--- src/rtl/pport_map.vh ---
`ifndef PPORT_MAP_VH
`define PPORT_MAP_VH

// system control bit positions
`define CTL_IRQ_IN0_BIT    16
`define CTL_IRQ_IN1_BIT    17
`define CTL_IRQ_IN2_BIT    18
`define CTL_TIMER_OUT_BIT  19
`define CTL_BUSFLAG_BIT    20

// cycle counts of each access phase
`define ALE_CYCLES    4'h2
`define HOLD_CYCLES   4'h1
`define STROBE_CYCLES 4'h4

// widths
`define ADDR_W 24
`define DATA_W 16

`endif

--- src/rtl/flag_pin_mux.v ---
`timescale 1ns/1ps
`include "pport_map.vh"
// routing of the four general flag pins
module flag_pin_mux
(
  // clock and reset
  input  wire        i_sys_clk,
  input  wire        i_nrst,
  // configuration
  input  wire [31:0] i_system_control_reg,
  input  wire [3:0]  i_flag_dir_out,
  input  wire [3:0]  i_flag_out_val,
  input  wire [3:0]  i_spi_sel_en,
  input  wire [3:0]  i_spi_sel_val,
  input  wire        i_spi_master,
  input  wire        i_spi_master_boot,
  input  wire        i_sys_timer_expired,
  // synchronised pin levels
  input  wire [3:0]  i_flag_sync,
  // results
  output reg  [3:0]  o_flag_out,
  output reg  [3:0]  o_flag_oe_n,
  output reg  [3:0]  o_flag_cond,
  output reg  [2:0]  o_ext_irq_in
);
  wire [2:0] irq_sel;
  assign irq_sel = {i_system_control_reg[`CTL_IRQ_IN2_BIT],
                    i_system_control_reg[`CTL_IRQ_IN1_BIT],
                    i_system_control_reg[`CTL_IRQ_IN0_BIT]};

  reg [3:0] out_next;
  reg [3:0] oe_n_next;
  reg [2:0] irq_next;
  integer k;

  always @*
  begin
    out_next  = 4'h0;
    oe_n_next = 4'hf;
    irq_next  = 3'h0;
    for (k = 0; k < 4; k = k + 1)
    begin
      if (i_spi_master_boot && k == 0)
      begin
        out_next[0]  = i_spi_sel_val[0];
        oe_n_next[0] = 1'b0;
      end
      else if (k < 3 && irq_sel[k])
      begin
        irq_next[k] = i_flag_sync[k];
      end
      else if (k == 3 && i_system_control_reg[`CTL_TIMER_OUT_BIT])
      begin
        out_next[3]  = i_sys_timer_expired;
        oe_n_next[3] = 1'b0;
      end
      else if (i_spi_master && i_spi_sel_en[k])
      begin
        out_next[k]  = i_spi_sel_val[k];
        oe_n_next[k] = 1'b0;
      end
      else if (i_flag_dir_out[k])
      begin
        out_next[k]  = i_flag_out_val[k];
        oe_n_next[k] = 1'b0;
      end
    end
  end

  always @(posedge i_sys_clk or negedge i_nrst)
  begin
    if (!i_nrst)
    begin
      o_flag_out   <= 4'h0;
      o_flag_oe_n  <= 4'hf;
      o_flag_cond  <= 4'h0;
      o_ext_irq_in <= 3'h0;
    end
    else
    begin
      o_flag_out   <= out_next;
      o_flag_oe_n  <= oe_n_next;
      o_flag_cond  <= i_flag_sync;
      o_ext_irq_in <= irq_next;
    end
  end
endmodule

--- src/rtl/parallel_port_flag_pins.v ---
`timescale 1ns/1ps
`include "pport_map.vh"
module parallel_port_flag_pins
(
  // clock and reset
  input  wire                 i_sys_clk,
  input  wire                 i_nrst,
  // configuration
  input  wire [31:0]          i_system_control_reg,
  input  wire                 i_port_enable,
  input  wire                 i_mode_16bit,
  input  wire                 i_ale_active_low,
  input  wire                 i_pdap_enable,
  // access request from the port engine
  input  wire                 i_req_valid,
  input  wire                 i_req_write,
  input  wire [`ADDR_W-1:0]   i_req_addr,
  input  wire [`DATA_W-1:0]   i_req_wdata,
  output reg                  o_req_ready,
  output reg                  o_rdata_valid,
  output reg  [`DATA_W-1:0]   o_rdata,
  // shared address/data pins
  input  wire [`DATA_W-1:0]   i_shared_addr_data_pins,
  output reg  [`DATA_W-1:0]   o_shared_addr_data_pins,
  output reg  [`DATA_W-1:0]   o_shared_addr_data_oe_n,
  output reg                  o_rd_n,
  output reg                  o_wr_n,
  output reg                  o_ale,
  // bus flag mode
  input  wire [`DATA_W-1:0]   i_bus_flag_dir_out,
  input  wire [`DATA_W-1:0]   i_bus_flag_out_val,
  output reg  [`DATA_W-1:0]   o_bus_flag_pins,
  // input data port channel 0
  output reg  [`DATA_W-1:0]   o_input_data_port_data,
  output reg                  o_input_data_port_valid,
  // general flag pins
  input  wire [3:0]           i_general_flag_pins,
  input  wire [3:0]           i_flag_dir_out,
  input  wire [3:0]           i_flag_out_val,
  input  wire                 i_spi_master,
  input  wire                 i_spi_master_boot,
  input  wire [3:0]           i_spi_sel_en,
  input  wire [3:0]           i_spi_sel_val,
  input  wire                 i_sys_timer_expired,
  output wire [3:0]           o_general_flag_pins,
  output wire [3:0]           o_general_flag_oe_n,
  output wire [3:0]           o_flag_cond,
  output wire [2:0]           o_ext_irq_in
);
  wire [`DATA_W-1:0] ad_sync;
  wire [3:0]         flag_sync;

  pin_sync #(.W(`DATA_W)) u_ad_sync (
    .i_sys_clk (i_sys_clk),
    .i_nrst    (i_nrst),
    .i_async   (i_shared_addr_data_pins),
    .o_sync    (ad_sync)
  );

  pin_sync #(.W(4)) u_flag_sync (
    .i_sys_clk (i_sys_clk),
    .i_nrst    (i_nrst),
    .i_async   (i_general_flag_pins),
    .o_sync    (flag_sync)
  );

  flag_pin_mux u_flags (
    .i_sys_clk           (i_sys_clk),
    .i_nrst              (i_nrst),
    .i_system_control_reg(i_system_control_reg),
    .i_flag_dir_out      (i_flag_dir_out),
    .i_flag_out_val      (i_flag_out_val),
    .i_spi_sel_en        (i_spi_sel_en),
    .i_spi_sel_val       (i_spi_sel_val),
    .i_spi_master        (i_spi_master),
    .i_spi_master_boot   (i_spi_master_boot),
    .i_sys_timer_expired (i_sys_timer_expired),
    .i_flag_sync         (flag_sync),
    .o_flag_out          (o_general_flag_pins),
    .o_flag_oe_n         (o_general_flag_oe_n),
    .o_flag_cond         (o_flag_cond),
    .o_ext_irq_in        (o_ext_irq_in)
  );

  // mode decode
  wire flag_mode;
  wire pdap_mode;
  assign flag_mode = !i_port_enable &&
                     i_system_control_reg[`CTL_BUSFLAG_BIT];
  assign pdap_mode = !i_port_enable && !flag_mode && i_pdap_enable;

  // the tracked address portion: upper in 8-bit, lower in 16-bit
  function [15:0] tag_of;
    input [`ADDR_W-1:0] a;
    input               m16;
    begin
      if (m16)
        tag_of = a[15:0];
      else
        tag_of = a[23:8];
    end
  endfunction

  // access sequencer states
  localparam [2:0] ST_IDLE   = 3'h0;
  localparam [2:0] ST_ALE    = 3'h1;
  localparam [2:0] ST_HOLD   = 3'h2;
  localparam [2:0] ST_STROBE = 3'h3;
  localparam [2:0] ST_END    = 3'h4;

  reg  [2:0]         state_reg;
  reg  [2:0]         state_next;
  reg  [3:0]         cnt_reg;
  reg  [3:0]         cnt_next;
  reg  [15:0]        last_tag_reg;
  reg                tag_valid_reg;
  reg                mode16_reg;
  reg                wr_reg;
  reg  [`ADDR_W-1:0] addr_reg;
  reg  [`DATA_W-1:0] wdata_reg;

  wire new_tag;
  assign new_tag = !tag_valid_reg ||
                   tag_of(i_req_addr, i_mode_16bit) != last_tag_reg ||
                   i_mode_16bit != mode16_reg;

  always @*
  begin
    state_next = state_reg;
    cnt_next   = cnt_reg;
    case (state_reg)
      ST_IDLE:
        if (i_req_valid && i_port_enable)
        begin
          state_next = new_tag ? ST_ALE : ST_STROBE;
          cnt_next   = new_tag ? `ALE_CYCLES : `STROBE_CYCLES;
        end
      ST_ALE:
        if (cnt_reg == 4'h1)
        begin
          state_next = ST_HOLD;
          cnt_next   = `HOLD_CYCLES;
        end
        else
          cnt_next = cnt_reg - 4'h1;
      ST_HOLD:
        if (cnt_reg == 4'h1)
        begin
          state_next = ST_STROBE;
          cnt_next   = `STROBE_CYCLES;
        end
        else
          cnt_next = cnt_reg - 4'h1;
      ST_STROBE:
        if (cnt_reg == 4'h1)
          state_next = ST_END;
        else
          cnt_next = cnt_reg - 4'h1;
      ST_END:
        state_next = ST_IDLE;
      default:
        state_next = ST_IDLE;
    endcase
  end

  always @(posedge i_sys_clk or negedge i_nrst)
  begin
    if (!i_nrst)
    begin
      state_reg     <= ST_IDLE;
      cnt_reg       <= 4'h0;
      last_tag_reg  <= 16'h0000;
      tag_valid_reg <= 1'b0;
      mode16_reg    <= 1'b0;
      wr_reg        <= 1'b0;
      addr_reg      <= 24'h000000;
      wdata_reg     <= 16'h0000;
    end
    else
    begin
      state_reg <= state_next;
      cnt_reg   <= cnt_next;
      if (state_reg == ST_IDLE && i_req_valid && i_port_enable)
      begin
        wr_reg        <= i_req_write;
        addr_reg      <= i_req_addr;
        wdata_reg     <= i_req_wdata;
        mode16_reg    <= i_mode_16bit;
        last_tag_reg  <= tag_of(i_req_addr, i_mode_16bit);
        tag_valid_reg <= 1'b1;
      end
      else if (!i_port_enable)
        tag_valid_reg <= 1'b0; // relatch after re-enable, latch may be stale
    end
  end

  // registered pin drive
  reg [`DATA_W-1:0] ad_next;
  reg [`DATA_W-1:0] oe_next;
  reg               ale_on;
  reg               rd_on;
  reg               wr_on;

  always @*
  begin
    ad_next = 16'h0000;
    oe_next = 16'h0000;
    ale_on  = 1'b0;
    rd_on   = 1'b0;
    wr_on   = 1'b0;
    if (flag_mode)
    begin
      ad_next = i_bus_flag_out_val & i_bus_flag_dir_out;
      oe_next = ~i_bus_flag_dir_out;
    end
    else if (pdap_mode)
      oe_next = 16'hffff;
    else
    begin
      case (state_next)
        ST_ALE:
        begin
          ale_on = 1'b1;
          // mode is frozen once the access is taken
          if ((state_reg == ST_IDLE) ? i_mode_16bit : mode16_reg)
            ad_next = (state_reg == ST_IDLE) ? i_req_addr[15:0]
                                             : addr_reg[15:0];
          else
            ad_next = (state_reg == ST_IDLE) ? i_req_addr[23:8]
                                             : addr_reg[23:8];
        end
        ST_HOLD:
          ad_next = mode16_reg ? addr_reg[15:0] : addr_reg[23:8];
        ST_STROBE:
        begin
          if ((state_reg == ST_IDLE) ? i_req_write : wr_reg)
          begin
            wr_on   = 1'b1;
            ad_next = (state_reg == ST_IDLE) ? i_req_wdata : wdata_reg;
            if (!((state_reg == ST_IDLE) ? i_mode_16bit : mode16_reg))
              ad_next[15:8] = 8'h00;
          end
          else
          begin
            rd_on   = 1'b1;
            oe_next = 16'hffff;
          end
        end
        default:
          ad_next = 16'h0000;
      endcase
    end
  end

  always @(posedge i_sys_clk or negedge i_nrst)
  begin
    if (!i_nrst)
    begin
      o_shared_addr_data_pins <= 16'h0000;
      o_shared_addr_data_oe_n <= 16'h0000;
      o_rd_n                  <= 1'b1;
      o_wr_n                  <= 1'b1;
      o_ale                   <= 1'b0;
      o_req_ready             <= 1'b0;
      o_rdata_valid           <= 1'b0;
      o_rdata                 <= 16'h0000;
      o_bus_flag_pins         <= 16'h0000;
      o_input_data_port_data  <= 16'h0000;
      o_input_data_port_valid <= 1'b0;
    end
    else
    begin
      o_shared_addr_data_pins <= ad_next;
      o_shared_addr_data_oe_n <= oe_next;
      o_rd_n  <= !rd_on;
      o_wr_n  <= !wr_on;
      o_ale   <= ale_on ^ i_ale_active_low;
      o_req_ready   <= state_next == ST_IDLE && i_port_enable;
      o_rdata_valid <= state_reg == ST_STROBE && cnt_reg == 4'h1 &&
                       !wr_reg;
      if (state_reg == ST_STROBE && cnt_reg == 4'h1 && !wr_reg)
        o_rdata <= mode16_reg ? ad_sync : {8'h00, ad_sync[7:0]};
      o_bus_flag_pins         <= flag_mode ? ad_sync : 16'h0000;
      o_input_data_port_data  <= pdap_mode ? ad_sync : 16'h0000;
      o_input_data_port_valid <= pdap_mode;
    end
  end
endmodule

--- src/rtl/pin_sync.v ---
`timescale 1ns/1ps
`include "pport_map.vh"
// two-flop synchroniser for a vector of pin inputs
module pin_sync #(
  parameter W = 4
)
(
  // clock and reset
  input  wire         i_sys_clk,
  input  wire         i_nrst,
  // data
  input  wire [W-1:0] i_async,
  output wire [W-1:0] o_sync
);
  reg [W-1:0] meta_reg;
  reg [W-1:0] sync_reg;

  always @(posedge i_sys_clk or negedge i_nrst)
  begin
    if (!i_nrst)
    begin
      meta_reg <= {W{1'b0}};
      sync_reg <= {W{1'b0}};
    end
    else
    begin
      meta_reg <= i_async;
      sync_reg <= meta_reg;
    end
  end

  assign o_sync = sync_reg;
endmodule

--- config.mk ---
export PLATFORM = sky130hd
export DESIGN_NAME = parallel_port_flag_pins
export DESIGN_NICKNAME = d
export VERILOG_FILES = /design/src/rtl/flag_pin_mux.v /design/src/rtl/parallel_port_flag_pins.v /design/src/rtl/pin_sync.v
export VERILOG_INCLUDE_DIRS = /design/src /design/src/rtl
export SDC_FILE = /design/constraint.sdc
export NUM_CORES = 1
export LEC_CHECK = 0
export ABC_AREA = 1
export BUFFER_PORTS_ARGS = -buffer_cell sky130_fd_sc_hd__buf_4
export CELL_PAD_IN_SITES_DETAIL_PLACEMENT = 1
export CELL_PAD_IN_SITES_GLOBAL_PLACEMENT = 2
export CORE_AREA = 2 2 170 172
export DETAILED_ROUTE_END_ITERATION = 8
export DIE_AREA = 0 0 172 174
export GPL_ROUTABILITY_DRIVEN = 0
export GPL_TIMING_DRIVEN = 0
export PLACE_DENSITY_LB_ADDON = 0.1
export SYNTH_ARGS = -nofsm -noshare
export SYNTH_HDL_FRONTEND = slang
export SYNTH_HIERARCHICAL = 1
export SYNTH_SLANG_ARGS = --single-unit
--- constraint.sdc ---
create_clock -name i_sys_clk -period 2.8 [get_ports i_sys_clk]
set_input_delay 0.28 -clock i_sys_clk [delete_from_list [all_inputs] [get_ports i_sys_clk]]
set_output_delay 0.28 -clock i_sys_clk [all_outputs]
set_load 0.01 [all_outputs]
==> impl_summary.log <==
INFO  metric num_rows = between 60 and 70
INFO  metric number_of_buffers_created_by_cts = 24
INFO  metric largest_register_ffs = 24
INFO  metric final_layout_size_suffix_gt1_share = approximately 25%
INFO  metric synthToLayoutAreaGrowth = 39.82%
INFO  metric power.static_leakage = 6.528 nW
INFO  metric rsz0062_at_grt = no
INFO  metric ant_nets = 0
INFO  metric final_skew = approximately 0.012 ns
INFO  metric synth-simple-area-share = between 20% and 30%
INFO  metric max-clock-path-buffers = 3
INFO  metric post_synth_instance_area = 9121 um^2
INFO  metric finalHoldViolations = 0
INFO  metric seq_area = 5187 um^2
INFO  metric via_count = 8355
INFO  metric max_freq = 374.4 MHz
INFO  metric floorplan.io_pins = 252
INFO  metric synth_flop_cell = sky130_fd_sc_hd__dfrtp_1
INFO  metric routed_via_density = 4.772
INFO  metric die_y = 174 um
INFO  metric final.fill_count = 3350
INFO  metric clockRootBuffer = sky130_fd_sc_hd__clkbuf_16
INFO  metric detailedPlacementHpwl = ~24 mm
INFO  metric dieArea = approximately 30000 um^2
INFO  metric total_switching_power = 0.004729 W
INFO  metric die_width = about 170 um
INFO  metric finalSetupViolations = 0
INFO  metric xor_xnor_share_of_the_synthesized_area = 0.2881%
INFO  metric overflow_left_after_global_routing = 0
INFO  metric yosysSeqAreaShare = 56.87%
INFO  metric power.clock.fraction = a little over a quarter
INFO  metric largest_net_degree_at_the_start_of_global_routing = between 100 and 150
INFO  metric drt_first_iter_violations = 326
INFO  metric synth_top_family_by_area = simple AND/OR/NAND/NOR gates
INFO  metric layout_worst_path_cycle_share = 95.39%
INFO  metric antenna_found_initial = 2
INFO  metric final_cell_mix = sky130_fd_sc_hd__nand2_1, sky130_fd_sc_hd__buf_4, sky130_fd_sc_hd__dfrtp_1
INFO  metric ys_async_sr_fraction = 100.0%
INFO  metric grt.total_usage = 21.97%
INFO  metric cts_setup_buffers = 0
INFO  metric nNetsFinal = 1500
INFO  metric critPathRequiredTime = 3.26 ns
INFO  metric worst_margin_pin_slew = 0.8874 ns
INFO  metric proportion_of_total_power_due_to_net_switching = approximately two fifths
INFO  metric muxShareOfSynthArea = 0%
INFO  metric slew_viol_final = 0
INFO  metric synth-edff-count = 0
INFO  metric htree_num_levels = 1
INFO  metric detail_route.drc_violations = 0
INFO  metric instances_no_fill = ~1800
INFO  metric criticalPathCategory = flip-flop to flip-flop
INFO  metric p_int = 0.007598 W
INFO  metric vdd.ir_drop.worst = 0.0004682 V
INFO  metric global_route_wire_length_before_repair = 50.36 mm
INFO  metric setup-tns-final = 0 ns
INFO  metric timing.max_cap.violations = 0
INFO  metric critical_path_buf_inv_count = 2
INFO  metric wirelength = around 33 mm
INFO  metric critical_path.cell_chain = ha_1 -> nand2_1 -> inv_1 -> nand3_1 -> nand2_1 -> a21oi_2 -> clkbuf_1 -> nand4_1 -> nand3_1 -> nand2_1 -> nand2_1
INFO  metric combinationalPowerShare = 38.7%
INFO  metric port_buffer_count = 223
INFO  metric ys_seq_elements = 207
INFO  metric clock_pin_slew_reported_for_the_worst_setup_and_hold_paths_after_clock_tree_synthesis = 0.06 ns
INFO  metric layout.cells.most_common = sky130_fd_sc_hd__nand2_1
INFO  metric synth_fp_nets = 1193
INFO  metric detailed_routing_iterations_pass_1 = 5
INFO  metric synthAdderAreaFrac = 0.2743%
INFO  metric timing.critical_path.max_delay_family = simple AND/OR/NAND/NOR gates
INFO  metric tritoncts = built
INFO  metric post-place-cells = between 1500 and 2000
INFO  metric clock_insertion_delay_worst_skew = 0.53 ns
INFO  metric pwr_density_cell = slightly below 1000 nW/um^2
INFO  metric run_status = finished, final reports clean
INFO  metric post_synth_inst_count = approximately 1000
INFO  metric core = 28240 um^2
INFO  metric mean_instance_size_in_the_synthesized_netlist = slightly below 9 um^2
INFO  metric grt_pass1_vias = 8790
INFO  metric critical_path.startpoint_type = flip-flop
INFO  metric starting_density = 32.30%
INFO  metric relative_contribution_of_sequential_cells_to_total_power = around a third
INFO  metric timing.critical_path.mode_cell = sky130_fd_sc_hd__nand2_1
INFO  metric period_needed = ~2.7 ns
INFO  metric timing.max_slew.rel_slack = roughly two fifths
INFO  metric final_core_utilization = between 40% and 50%
INFO  metric total_power_consumption = 0.01233 W
INFO  metric arrival_time_reported_for_the_critical_path_endpoint = ~3.1 ns
INFO  metric worst-path-max-fanout = 10
INFO  metric slowest_delay = 0.55 ns
INFO  metric synth_cell_type_count = 41
INFO  metric multiInputGateArea = 3232 um^2
INFO  metric ys_warn_count = 6
INFO  metric worstSetupEndpointType = flip-flop
INFO  metric timing.hold.worst.class = primary input to flip-flop
INFO  metric timing.critical_path.slowest_stage_cell = sky130_fd_sc_hd__clkbuf_1
INFO  metric clock-sinks = 207
INFO  metric routedWlPerCell = 18.83 um
INFO  metric synth_compound_area_share = roughly a tenth
[power groups by stage]
stage,Sequential [W],Clock (W),Combinational [W]
floorplan,0.00435,0,0.00259
global placement,0.00425,0,0.00461
detailed placement,0.00428,0,0.00469
CTS,0.00423,0.00343,0.00478
global route,0.00433,0.00354,0.00535
finish,0.00423,0.00333,0.00477
[path summary, 6_finish.rpt]
check	startpoint	end	slack, ns	cells past startpoint
hold / removal	i_bus_flag_dir_out[4]	o_shared_addr_data_pins[4]	0.01	3
min in group asynchronous	i_nrst	u_ad_sync/o_sync[6]	0.42	2
setup reg to reg	cnt_reg[0]	o_shared_addr_data_pins[10]	0.13	11
hold reg to reg	u_ad_sync/meta_reg[12]	u_ad_sync/o_sync[12]	0.35	0
setup / recovery	cnt_reg[0]	o_shared_addr_data_pins[10]	0.13	11
max in group asynchronous	i_nrst	o_wr_n	1.37	3
[stage by stage]
step / hold slack [ns] / setup slack (ns) / cell area [um^2]
2_1_floorplan: -0.01559 / 0.8828 / 9121
3_3_place_gp: 0.3320 / -0.1511 / 11280
3_5_place_dp: 0.3356 / 0.1014 / 11310
4_1_cts: 0.0003199 / 0.08368 / 12730
5_1_grt: 0.01183 / 0.01702 / 12750
6_report: 0.01343 / 0.1291 / 12750
[cell type report]
class                           count  share of cell area [%]
Antenna cell                        2                 0.03924
Timing Repair Buffer              281                   17.88
Clock buffer                       36                   5.612
Multi-Input combinational cell    660                   25.34
Buffer                             53                   2.070
Tap cell                          384                   3.767
Clock inverter                      8                   1.040
Inverter                          120                   3.581
Sequential cell                   207                   40.67
[what timing repair did]
item | CTS | global route
endpoints found under the hold margin | 159 | 0
setup endpoints to repair | 0 | 11
resized for setup | 0 | 9
hold buffers | 57 | 0
[kinds of logic after synthesis]
kind of cell / after synthesis
buffers and inverters: 173
AND/OR/NAND/NOR: 483
flip-flops: 207
AO/OA/AOI/OAI: 172
XOR/XNOR: 3
adder cells (fa/ha/maj): 2
[cells in the mapped netlist (7+ instances only)]
cell	count	share of area (%)
sky130_fd_sc_hd__nand3_1	97	5.3
sky130_fd_sc_hd__nand4_1	18	1.2
sky130_fd_sc_hd__o211ai_1	17	1.4
sky130_fd_sc_hd__o31ai_1	10	0.82
sky130_fd_sc_hd__nand2_2	8	0.55
sky130_fd_sc_hd__nand2_1	254	10
sky130_fd_sc_hd__nand3_2	11	1.2
sky130_fd_sc_hd__a211oi_1	8	0.66
sky130_fd_sc_hd__clkbuf_1	32	1.3
sky130_fd_sc_hd__or2_2	16	1.1
sky130_fd_sc_hd__o21ai_1	9	0.49
sky130_fd_sc_hd__nor3_1	8	0.44
sky130_fd_sc_hd__buf_2	7	0.38
sky130_fd_sc_hd__o21ai_0	116	6.4
sky130_fd_sc_hd__inv_1	114	4.7
sky130_fd_sc_hd__nor2_1	60	2.5
sky130_fd_sc_hd__dfrtp_1	201	55
[worst register-to-register path: stages, from the launching register on]
cell and delay (ns):
sky130_fd_sc_hd__dfrtp_1 0.41, sky130_fd_sc_hd__ha_1 0.21, sky130_fd_sc_hd__nand2_1 0.15, sky130_fd_sc_hd__inv_1 0.11, sky130_fd_sc_hd__nand3_1 0.11, sky130_fd_sc_hd__nand2_1 0.07, sky130_fd_sc_hd__a21oi_2 0.41, sky130_fd_sc_hd__clkbuf_1 0.55
sky130_fd_sc_hd__nand4_1 0.16, sky130_fd_sc_hd__nand3_1 0.21, sky130_fd_sc_hd__nand2_1 0.14, sky130_fd_sc_hd__nand2_1 0.08
[per-layer routing]
| metal | wire length [um] | up-vias | track usage, % |
|---|---|---|---|
| li1 | - | 3972 | - |
| met1 | 14280 | 4120 | 28.64 |
| met2 | 15820 | 229 | 37.78 |
| met3 | 2354 | 34 | 4.690 |
| met4 | 512 | 0 | 4.097 |
| met5 | 0 | - | 0 |
Note: power is estimated with default switching activity, not from simulation.
